--- src/rtl/qps_consts.svh ---
`ifndef QPS_CONSTS_SVH
`define QPS_CONSTS_SVH

// command selects for the decoded remote command port
`define QPS_SEL_PWR_COND 4'h0
`define QPS_SEL_PWR_RISE 4'h1
`define QPS_SEL_PWR_FALL 4'h2
`define QPS_SEL_PWR_EVENT 4'h3
`define QPS_SEL_PWR_MASK 4'h4
`define QPS_SEL_FRQ_COND 4'h5
`define QPS_SEL_FRQ_RISE 4'h6
`define QPS_SEL_FRQ_FALL 4'h7
`define QPS_SEL_FRQ_EVENT 4'h8
`define QPS_SEL_FRQ_MASK 4'h9
`define QPS_SEL_PROT_CLR 4'ha

// power condition bit positions
`define QPS_PWR_TRIP_BIT 0
`define QPS_PWR_UNLEVEL_BIT 1

// frequency condition bit positions
`define QPS_FRQ_SYNTH_BIT 0
`define QPS_FRQ_REF10M_BIT 1
`define QPS_FRQ_REF1G_BIT 2
`define QPS_FRQ_BB1_BIT 3
`define QPS_FRQ_SAMPLER_BIT 5
`define QPS_FRQ_TUNED_OSC_BIT 6

// summary positions in the parent questionable condition word
`define QPS_SUM_PWR_BIT 3
`define QPS_SUM_FRQ_BIT 5

// reset values of the writable registers, and the all-zero word
`define QPS_RISE_RST 16'hffff
`define QPS_FALL_RST 16'h0000
`define QPS_MASK_RST 16'h0000
`define QPS_WORD_ZERO 16'h0000

`endif

--- src/rtl/qps_pkg.sv ---
package qps_pkg;

    // decoded remote command: one request per valid cycle
    typedef struct packed {
        logic valid;
        logic write;
        logic [3:0] sel;
        logic [15:0] wdata;
    } qps_cmd_type;

    // answer to a command, one cycle after it is taken
    typedef struct packed {
        logic valid;
        logic refused;
        logic [15:0] data;
    } qps_rsp_type;

    // live hardware flags, raw from the rf and synthesizer sections
    typedef struct packed {
        logic overload;
        logic unlevel;
        logic synth;
        logic ref10m;
        logic ref1g;
        logic bb1;
        logic sampler;
        logic tuned_osc_loop;
    } qps_flags_type;

endpackage

--- src/rtl/qps_status.sv ---
`timescale 1ns/100ps
`include "qps_consts.svh"

// one status group: filters, event latch, enable mask and summary
module qps_group (
    // clock and reset
    input wire logic sys_clk_i,
    input wire logic arst_n_i,
    // live condition word
    input wire logic [15:0] cond_i,
    // register strobes
    input wire logic wr_rise_i,
    input wire logic wr_fall_i,
    input wire logic wr_mask_i,
    input wire logic rd_event_i,
    input wire logic [15:0] wdata_i,
    // register contents
    output logic [15:0] rise_filter_o,
    output logic [15:0] fall_filter_o,
    output logic [15:0] event_mask_o,
    output logic [15:0] event_latch_o,
    // group summary
    output logic summary_o
);

    logic [15:0] prev_q;
    logic [15:0] rise_filter_q;
    logic [15:0] fall_filter_q;
    logic [15:0] event_mask_q;
    logic [15:0] event_latch_q;
    logic [15:0] event_latch_d;
    logic [15:0] rise_hit;
    logic [15:0] fall_hit;

    // qualified transitions against the previous cycle's condition
    assign rise_hit = cond_i & ~prev_q & rise_filter_q;
    assign fall_hit = ~cond_i & prev_q & fall_filter_q;

    // a new event in the read cycle survives the clear, so none is lost
    assign event_latch_d = (rd_event_i ? `QPS_WORD_ZERO : event_latch_q)
        | rise_hit | fall_hit;

    // summary drops the cycle after a read clears the latch
    assign summary_o = |(event_latch_q & event_mask_q);

    // register contents go straight out to the query mux
    assign rise_filter_o = rise_filter_q;
    assign fall_filter_o = fall_filter_q;
    assign event_mask_o = event_mask_q;
    assign event_latch_o = event_latch_q;

    // condition history and event latch
    always_ff @(posedge sys_clk_i or negedge arst_n_i) begin
        if (!arst_n_i) begin
            prev_q <= `QPS_WORD_ZERO;
            event_latch_q <= `QPS_WORD_ZERO;
        end else begin
            prev_q <= cond_i;
            event_latch_q <= event_latch_d;
        end
    end

    // filters and mask keep the whole written word
    always_ff @(posedge sys_clk_i or negedge arst_n_i) begin
        if (!arst_n_i) begin
            rise_filter_q <= `QPS_RISE_RST;
            fall_filter_q <= `QPS_FALL_RST;
            event_mask_q <= `QPS_MASK_RST;
        end else begin
            if (wr_rise_i) begin
                rise_filter_q <= wdata_i;
            end
            if (wr_fall_i) begin
                fall_filter_q <= wdata_i;
            end
            if (wr_mask_i) begin
                event_mask_q <= wdata_i;
            end
        end
    end

endmodule

// power and frequency questionable status groups behind the command port
module qps_status (
    // clock and reset
    input wire logic sys_clk_i,
    input wire logic arst_n_i,
    // raw hardware flags from outside this clock domain
    input wire qps_pkg::qps_flags_type flags_i,
    // decoded remote command and its answer
    input wire qps_pkg::qps_cmd_type cmd_i,
    output qps_pkg::qps_rsp_type rsp_o,
    // parent questionable event enable mask
    input wire logic [15:0] parent_mask_i,
    // summaries and protection state
    output logic pwr_summary_o,
    output logic frq_summary_o,
    output logic stb_ques_o,
    output logic rf_out_enable_o
);

    // three-stage synchroniser and agreement filter
    logic [7:0] sync1_q;
    logic [7:0] sync2_q;
    logic [7:0] sync3_q;
    logic [7:0] flt_q;
    logic [7:0] flt_d;
    qps_pkg::qps_flags_type flt;

    // protection latch and response
    logic overload_protect_trip_q;
    logic overload_protect_trip_d;
    qps_pkg::qps_rsp_type rsp_q;
    qps_pkg::qps_rsp_type rsp_d;

    // condition words
    logic [15:0] pwr_cond;
    logic [15:0] frq_cond;

    // group register contents
    logic [15:0] pwr_rise;
    logic [15:0] pwr_fall;
    logic [15:0] pwr_mask;
    logic [15:0] pwr_event;
    logic [15:0] frq_rise;
    logic [15:0] frq_fall;
    logic [15:0] frq_mask;
    logic [15:0] frq_event;

    // command decode
    logic cmd_rd;
    logic cmd_wr;
    logic sel_known;
    logic sel_writable;
    logic prot_clear;
    logic [15:0] rd_data;
    logic wr_refused;
    logic rd_refused;

    // per-group register strobes
    logic pwr_wr_rise;
    logic pwr_wr_fall;
    logic pwr_wr_mask;
    logic pwr_rd_event;
    logic frq_wr_rise;
    logic frq_wr_fall;
    logic frq_wr_mask;
    logic frq_rd_event;

    // a flag only changes once stages two and three agree, rejecting glitches
    assign flt_d = (sync2_q & sync3_q) | (flt_q & (sync2_q | sync3_q));
    assign flt = flt_q;

    // only stage two reads stage one, so a metastable first stage never fans out
    always_ff @(posedge sys_clk_i or negedge arst_n_i) begin
        if (!arst_n_i) begin
            sync1_q <= 8'h00;
            sync2_q <= 8'h00;
            sync3_q <= 8'h00;
            flt_q <= 8'h00;
        end else begin
            sync1_q <= flags_i;
            sync2_q <= sync1_q;
            sync3_q <= sync2_q;
            flt_q <= flt_d;
        end
    end

    // command strobes
    assign cmd_rd = cmd_i.valid & ~cmd_i.write;
    assign cmd_wr = cmd_i.valid & cmd_i.write;
    assign prot_clear = cmd_wr & (cmd_i.sel == `QPS_SEL_PROT_CLR);

    // refused writes and reads decode to no strobe at all
    assign pwr_wr_rise = cmd_wr & (cmd_i.sel == `QPS_SEL_PWR_RISE);
    assign pwr_wr_fall = cmd_wr & (cmd_i.sel == `QPS_SEL_PWR_FALL);
    assign pwr_wr_mask = cmd_wr & (cmd_i.sel == `QPS_SEL_PWR_MASK);
    assign pwr_rd_event = cmd_rd & (cmd_i.sel == `QPS_SEL_PWR_EVENT);
    assign frq_wr_rise = cmd_wr & (cmd_i.sel == `QPS_SEL_FRQ_RISE);
    assign frq_wr_fall = cmd_wr & (cmd_i.sel == `QPS_SEL_FRQ_FALL);
    assign frq_wr_mask = cmd_wr & (cmd_i.sel == `QPS_SEL_FRQ_MASK);
    assign frq_rd_event = cmd_rd & (cmd_i.sel == `QPS_SEL_FRQ_EVENT);

    // trip holds after the overload goes away; a live overload beats a clear
    assign overload_protect_trip_d = flt.overload
        | (overload_protect_trip_q & ~prot_clear);

    // trip latch: only the protection clear command lets it fall
    always_ff @(posedge sys_clk_i or negedge arst_n_i) begin
        if (!arst_n_i) begin
            overload_protect_trip_q <= 1'b0;
        end else begin
            overload_protect_trip_q <= overload_protect_trip_d;
        end
    end

    // no rf while tripped
    assign rf_out_enable_o = ~overload_protect_trip_q;

    // condition words are built from live state only, never written
    assign pwr_cond = {14'h0000, flt.unlevel, overload_protect_trip_q};
    assign frq_cond = {9'h000, flt.tuned_osc_loop, flt.sampler, 1'b0,
        flt.bb1, flt.ref1g, flt.ref10m, flt.synth};

    // power group
    qps_group u_pwr (
        .sys_clk_i(sys_clk_i),
        .arst_n_i(arst_n_i),
        .cond_i(pwr_cond),
        .wr_rise_i(pwr_wr_rise),
        .wr_fall_i(pwr_wr_fall),
        .wr_mask_i(pwr_wr_mask),
        .rd_event_i(pwr_rd_event),
        .wdata_i(cmd_i.wdata),
        .rise_filter_o(pwr_rise),
        .fall_filter_o(pwr_fall),
        .event_mask_o(pwr_mask),
        .event_latch_o(pwr_event),
        .summary_o(pwr_summary_o)
    );

    // frequency group
    qps_group u_frq (
        .sys_clk_i(sys_clk_i),
        .arst_n_i(arst_n_i),
        .cond_i(frq_cond),
        .wr_rise_i(frq_wr_rise),
        .wr_fall_i(frq_wr_fall),
        .wr_mask_i(frq_wr_mask),
        .rd_event_i(frq_rd_event),
        .wdata_i(cmd_i.wdata),
        .rise_filter_o(frq_rise),
        .fall_filter_o(frq_fall),
        .event_mask_o(frq_mask),
        .event_latch_o(frq_event),
        .summary_o(frq_summary_o)
    );

    // parent enable mask gates the two summaries onto the status byte bit
    assign stb_ques_o = (pwr_summary_o & parent_mask_i[`QPS_SUM_PWR_BIT])
        | (frq_summary_o & parent_mask_i[`QPS_SUM_FRQ_BIT]);

    // query mux
    assign rd_data =
        (cmd_i.sel == `QPS_SEL_PWR_COND) ? pwr_cond :
        (cmd_i.sel == `QPS_SEL_PWR_RISE) ? pwr_rise :
        (cmd_i.sel == `QPS_SEL_PWR_FALL) ? pwr_fall :
        (cmd_i.sel == `QPS_SEL_PWR_EVENT) ? pwr_event :
        (cmd_i.sel == `QPS_SEL_PWR_MASK) ? pwr_mask :
        (cmd_i.sel == `QPS_SEL_FRQ_COND) ? frq_cond :
        (cmd_i.sel == `QPS_SEL_FRQ_RISE) ? frq_rise :
        (cmd_i.sel == `QPS_SEL_FRQ_FALL) ? frq_fall :
        (cmd_i.sel == `QPS_SEL_FRQ_EVENT) ? frq_event :
        (cmd_i.sel == `QPS_SEL_FRQ_MASK) ? frq_mask :
        `QPS_WORD_ZERO;

    // selects that exist at all, and those that take a write
    assign sel_known = (cmd_i.sel <= `QPS_SEL_PROT_CLR);
    assign sel_writable =
        (cmd_i.sel == `QPS_SEL_PWR_RISE) | (cmd_i.sel == `QPS_SEL_PWR_FALL) |
        (cmd_i.sel == `QPS_SEL_PWR_MASK) | (cmd_i.sel == `QPS_SEL_FRQ_RISE) |
        (cmd_i.sel == `QPS_SEL_FRQ_FALL) | (cmd_i.sel == `QPS_SEL_FRQ_MASK) |
        (cmd_i.sel == `QPS_SEL_PROT_CLR);

    // writes to condition or event words are refused and change nothing
    assign rsp_d.valid = cmd_i.valid;
    assign wr_refused = ~sel_writable;
    assign rd_refused = ~sel_known | (cmd_i.sel == `QPS_SEL_PROT_CLR);
    assign rsp_d.refused = cmd_i.valid & (cmd_i.write ? wr_refused : rd_refused);
    assign rsp_d.data = cmd_rd ? rd_data : `QPS_WORD_ZERO;

    // answer is registered so its data comes from flip-flops
    always_ff @(posedge sys_clk_i or negedge arst_n_i) begin
        if (!arst_n_i) begin
            rsp_q <= '0;
        end else begin
            rsp_q <= rsp_d;
        end
    end

    assign rsp_o = rsp_q;

endmodule

--- config.mk ---
export PLATFORM = sky130hd
export DESIGN_NAME = qps_status
export DESIGN_NICKNAME = d
export VERILOG_FILES = /design/src/rtl/qps_pkg.sv /design/src/rtl/qps_status.sv
export VERILOG_INCLUDE_DIRS = /design/src /design/src/rtl
export SDC_FILE = /design/constraint.sdc
export NUM_CORES = 1
export LEC_CHECK = 0
export BUFFER_PORTS_ARGS = -buffer_cell sky130_fd_sc_hd__buf_2
export CORE_MARGIN = 3
export CORE_UTILIZATION = 66
export CTS_BUF_LIST = sky130_fd_sc_hd__clkbuf_8
export CTS_CLUSTER_DIAMETER = 60
export CTS_CLUSTER_SIZE = 24
export DETAILED_ROUTE_END_ITERATION = 6
export GPL_TIMING_DRIVEN = 0
export PLACE_DENSITY = 0.95
export RECOVER_POWER = 100
export SYNTH_ARGS = -nofsm -noshare
export SYNTH_HDL_FRONTEND = slang
export SYNTH_SLANG_ARGS = --single-unit
--- constraint.sdc ---
create_clock -name sys_clk_i -period 1.8 [get_ports sys_clk_i]
set_input_delay 0.36 -clock sys_clk_i [delete_from_list [all_inputs] [get_ports sys_clk_i]]
set_output_delay 0.36 -clock sys_clk_i [all_outputs]
set_load 0.03 [all_outputs]
### Yosys cells after proc, flatten, opt, wreduce, memory -nomap -nowiden

Cells that the tools add are included.

| word-level totals | value |
|---|---|
| bits of input ports | 48 |
| bits in read-only memories | 0 |
| bits in latches | 0 |
| memories kept | 0 |
| logic and storage cells | 97 |
| register bits after elaboration | 187 |
| output and inout bits | 22 |
| memory bits (writable) | 0 |

| operators by class | value |
|---|---|
| order comparisons | 1 |
| shift-type cells | 0 |
| reduce and logical (&&, ||, !) cells | 3 |
| bitwise gates (word level) | 51 |
| multiplexer cells | 14 |
| divide/modulo/power cells | 0 |
| equality and inequality tests | 10 |
| $add $sub $neg | 0 |
| multiply operators | 0 |

Operator list:

| operator | number |
|---|---|
| $mux 16 | 13 |
| $and 16x16->16 | 6 |
| $or 16x16->16 | 4 |
| $not 2->16 | 2 |
| $not 7->16 | 2 |
| $reduce_or 16->1 | 2 |
| $and 16x2->16 | 1 |
| $and 16x7->16 | 1 |
| $and 2x16->16 | 1 |
| $and 7x16->16 | 1 |
| $and 8x8->8 | 2 |
| $eq 4x3->1 const B | 4 |
| $or 8x8->8 | 2 |
| $and 1x1->1 | 15 |
| $eq 4x4->1 const B | 3 |
| $or 1x1->1 | 9 |
| $eq 4x2->1 const B | 2 |
| $not 1->1 | 5 |
| $eq 4x1->1 const B | 1 |
| $le 4x4->1 const B | 1 |
| $logic_not 4->1 | 1 |
| $mux 1 | 1 |

### Logic depth before layout (Yosys ltp)

| depth | value |
|---|---|
| depth after elaboration | 12 |
| depth in mapped cells | 7 |
| depth with buffers taken out | 4 |

### By module

From an unflattened synthesis, not the netlist that was laid out.

| second synthesis, totals | value |
|---|---|
| cells, all modules | 752 |
| area total of the unflattened synthesis | 9629.2 µm² |

Modules (own cells, without submodules):

| module | seq. area each (µm²) | times used | area each (µm²) | cells an instance |
|---|---|---|---|---|
| qps_group | 2021.9 | 2 | 3250.6 | 209 |
| qps_status | 1276.2 | 1 | 3128.0 | 334 |

### Least setup slack after synthesis

OpenSTA, ideal clock, no wires.

| path | value |
|---|---|
| path type | input-to-reg |
| start | in cmd_i[19] in the netlist's numbering |
| end | reg u_frq.fall_filter_q[10] (netlist: u_frq.fall_filter_o[10]) |
| path buffers | 2 |
| required time | 1.675 ns |
| path slack | 0.045 ns |
| arrival | 1.630 ns |
| library setup time | 0.125 ns |
| stages | 6 |
| path through | buf_6 inv_1 nand2_2 nor4_4 buf_6 mux2_2 |

| between the ends | value |
|---|---|
| cells in the longest elaborated chain, start to end | 2 |

RTL lines:

| element | RTL line | source |
|---|---|---|
| start: declaration | qps_status.sv:92 | `input wire qps_pkg::qps_cmd_type cmd_i,` |
| $eq 4x3->1 (no source line) | n/a |  |
| $and 1x1->1 | qps_status.sv:181 | `` assign frq_wr_fall = cmd_wr & (cmd_i.sel == `QPS_SEL_FRQ_FALL); `` |
| end signal: assignment | qps_status.sv:67 | `` fall_filter_q <= `QPS_FALL_RST; `` |
| end signal: assignment | qps_status.sv:74 | `fall_filter_q <= wdata_i;` |
| end: declaration | qps_status.sv:28 | `logic [15:0] fall_filter_q;` |

Every way passes these cells.
A chain may end at the register's enable or synchronous reset.

### Worst setup path in the final report

| path | value |
|---|---|
| start | in cmd_i[17] in the netlist's numbering |
| end | reg u_pwr.rise_filter_q[5] (netlist: u_pwr.rise_filter_o[5]) |

| between the ends | value |
|---|---|
| cells in the longest elaborated chain, start to end | 2 |

RTL lines:

| element | RTL line | source |
|---|---|---|
| $eq 4x1->1 (no source line) | n/a |  |
| $and 1x1->1 | qps_status.sv:176 | `` assign pwr_wr_rise = cmd_wr & (cmd_i.sel == `QPS_SEL_PWR_RISE); `` |
| end signal: assignment | qps_status.sv:66 | `` rise_filter_q <= `QPS_RISE_RST; `` |
| end signal: assignment | qps_status.sv:71 | `rise_filter_q <= wdata_i;` |
| end: declaration | qps_status.sv:27 | `logic [15:0] rise_filter_q;` |

Every way passes these cells.

==> results_dict.tcl <==
set metrics [dict create \
    status "finished with violations" \
    violations "setup timing" \
    numPortBuffers 53 \
    initial_utilization_pct 68.0 \
    cts.sinks 163 \
    syn_to_final_growth_pct 14.1 \
    period_minus_slack_ns 1.95 \
    grt_pass1_wl_um 27900 \
    avgViaCountPerCell 6.59 \
    io_pins 70 \
    p_per_area_mw_per_mm2 1090 \
    min_path_type "input pin to flip-flop" \
    totalWireLength_um 18000 \
    grt_max_degree 83 \
    highest_layer "met4" \
    holdWs_ns 0.175 \
    met1Wirelength_um 6740 \
    drt_iter0_drc 572 \
    fp.dieW_um 109 \
    syn_area_mm2 0.00702 \
    cts_root_buf "clkbuf_8" \
    num_vias 5130 \
    required_ns 2.20 \
    final_hold_viol_count 0 \
    synth_ff_type "dfrtp_1" \
    drtAntennaViolNets 0 \
    rows 37 \
    die-area_mm2 0.0119 \
    synth_edf_count 0 \
    setup_ws_ns -0.153 \
    hpwl_um 11500 \
    antenna_found_initial 0 \
    drc 0 \
    p_leak_uw 0.00353 \
    cts_made_buffers 17 \
    grt_overflow 0 \
    path_max_fanout 10 \
    seq_area_frac_synth_pct 58.7 \
    place.gp.congestion 0.968 \
    cap_violations 0 \
    worstSkewPairLatency_ns 0.47 \
    worstSetupPathType "input pin to flip-flop" \
    crit_arrival_ns 2.35 \
    crit_path_start_kind "input pin" \
    wl_met3_um 1700 \
    hold_path_depth 1 \
    reg2regPathDepth 5 \
    htree_levels 4 \
    die_y_um 109 \
    wl_per_cell_um 23.1 \
    synth.distinct_cells 51 \
    cts_tree "yes" \
    relSlewSlack_pct 27.3 \
    ys_ff_latch 163 \
    fin_nets 677 \
    final_cell_mix "dfrtp_1, mux2_2, nand2_1" \
    ir_worst_vdd_uv 1290 \
    yosysWarnings 0 \
    cts.path.max_buffers 2 \
    worstMarginPinSlew_ns 1.09 \
    met2WireLength_um 8900 \
    core_mm2 0.0103 \
    skew_ns 0.0103 \
    place_area_mm2 0.00749 \
    grt_pass1_vias 5297 \
    path_clk_slew_ns 0.08 \
    fmax_mhz 512 \
    grtUsageTotal_pct 32.1 \
    syn_avg_cell_area_um2 13.1 \
    rsz0062_at_grt "true" \
    fin_crit_sh_pct 108 \
    post-route-util_pct 77.6 \
    cp-end-kind "flip-flop" \
    syn_nets 585 \
    diodes 0 \
    drt_first_pass_iters 5 \
    slew_violations 0 \
    finalInstanceArea_mm2 0.00801 \
    layout.cells.most_common "dfrtp_1" \
    syn_inst 537 \
    async_flop_share_pct 100 \
    final_layout_size_suffix_gt1_share_pct 37.1 \
    setup_violations 56 \
]
-- what timing repair did --
| action | 4_1_cts | 5_1_grt |
|---|---|---|
| hold endpoints to repair | 66 | 0 |
| buffers inserted | 4 | 6 |
| hold buffers | 9 | 0 |
| pin swaps | 3 | 5 |
| setup endpoints to repair | 2 | 30 |
| gates resized for setup | 2 | 3 |
-- synthesized netlist by cell type, types with 2 or more instances --
cell / n / area share (%)
nor3b_1: 2 / 0.21
a21oi_1: 17 / 1.2
maj3_1: 8 / 1.1
nand2b_1: 2 / 0.18
dfrtp_1: 131 / 47
nor2_1: 15 / 0.80
a221oi_1: 4 / 0.50
mux2i_1: 2 / 0.29
inv_1: 6 / 0.32
o221a_2: 9 / 1.4
a221o_1: 2 / 0.29
a21boi_0: 2 / 0.21
buf_4: 6 / 0.64
mux4_2: 3 / 0.96
nand4_1: 2 / 0.18
nand2_1: 39 / 2.1
mux2_2: 94 / 15
nor4_4: 2 / 0.61
dfstp_2: 32 / 12
nor2b_1: 6 / 0.53
a22oi_1: 4 / 0.43
nor2_2: 2 / 0.18
buf_2: 12 / 0.86
a211oi_1: 15 / 1.6
a2bb2oi_1: 2 / 0.25
o22ai_1: 8 / 0.71
o221ai_1: 2 / 0.25
nand3_1: 5 / 0.36
a31oi_1: 5 / 0.45
and3b_1: 21 / 2.6
clkbuf_1: 11 / 0.59
mux2_1: 2 / 0.32
o21ai_0: 33 / 2.4
a22o_1: 3 / 0.37
nand3b_1: 2 / 0.21
buf_6: 3 / 0.48
a21o_1: 9 / 0.96
-- layout make-up --
cell class,instances,area [µm²]
plain buffers,32,173
clock buffers,19,262
clock inverters,13,160
fillers,598,2310
inverters,7,26.3
multi-input cells,335,2670
flip-flops and latches,163,4120
well taps,136,170
repair buffers,73,432
-- worst max-delay path, stage by stage --
cell      delay, ns
clkbuf_1       0.11
buf_4          0.18
inv_2          0.15
nand3_1        0.26
nor2_2         0.57
buf_4          0.33
mux2_2         0.37
-- registers in the layout, indices dropped and copies added (netlist names), 8 cells and up --
name and flops:
u_frq.fall_filter_o 16, sync3_q 8, rsp_o 18, sync2_q 8, u_frq.rise_filter_o 16, flt 8
u_pwr.rise_filter_o 16, u_pwr.fall_filter_o 16, sync1_q 8, u_frq.event_mask_o 16, u_pwr.event_mask_o 16
-- kinds of logic (layout without fill, tap and decap cells) --
logic type                 after synthesis  in the layout  share of synthesized area, %
adders and majority gates                8              8                          1.14
buffers and inverters                   39            144                          2.94
muxes                                  101            101                          16.6
and+or+nand+nor                        107            107                          9.07
DFF                                    163            163                          58.7
AOI/OAI and AO/OA                      119            119                          11.5
-- final timing paths --
| kind | from | endpoint | slack, ns |
|---|---|---|---|
| max | cmd_i[17] | u_pwr.rise_filter_o[5] | -0.15 |
| min | cmd_i[21] | rsp_o[17] | 0.18 |
| max reg2reg | u_frq.event_latch_o[5] | rsp_o[5] | 0.24 |
| min reg2reg | sync1_q[3] | sync2_q[3] | 0.35 |
| max in group asynchronous | arst_n_i | u_pwr.rise_filter_o[5] | 0.15 |
| min in group asynchronous | arst_n_i | flt[6] | 0.65 |
-- where the power goes --
group | internal (µW) | switching [µW] | leakage [µW]
registers | 4300 | 377 | 0.00195
clock network | 1440 | 1350 | 0.000211
logic | 645 | 634 | 0.00138
-- routing by layer --
metal  GRT usage (%)  vias to the layer above
met5               0                        -
met1            40.7                     2593
met4            16.8                        0
met3            8.76                       76
li1                -                     2155
met2            50.9                      306
-- through the flow --
stage,total power [µW],setup slack (ns),setup TNS (ns),instances
floorplan,5420,0.0448,0,537
global placement,5760,-1.75,-284.90,726
CTS,8710,-0.135,-0.135,772
finish,8750,-0.153,-4.39,778
detailed placement,5900,-0.487,-29.38,727
global route,9060,-0.166,-7.74,778
No activity file was read; power rests on OpenSTA's default activity.
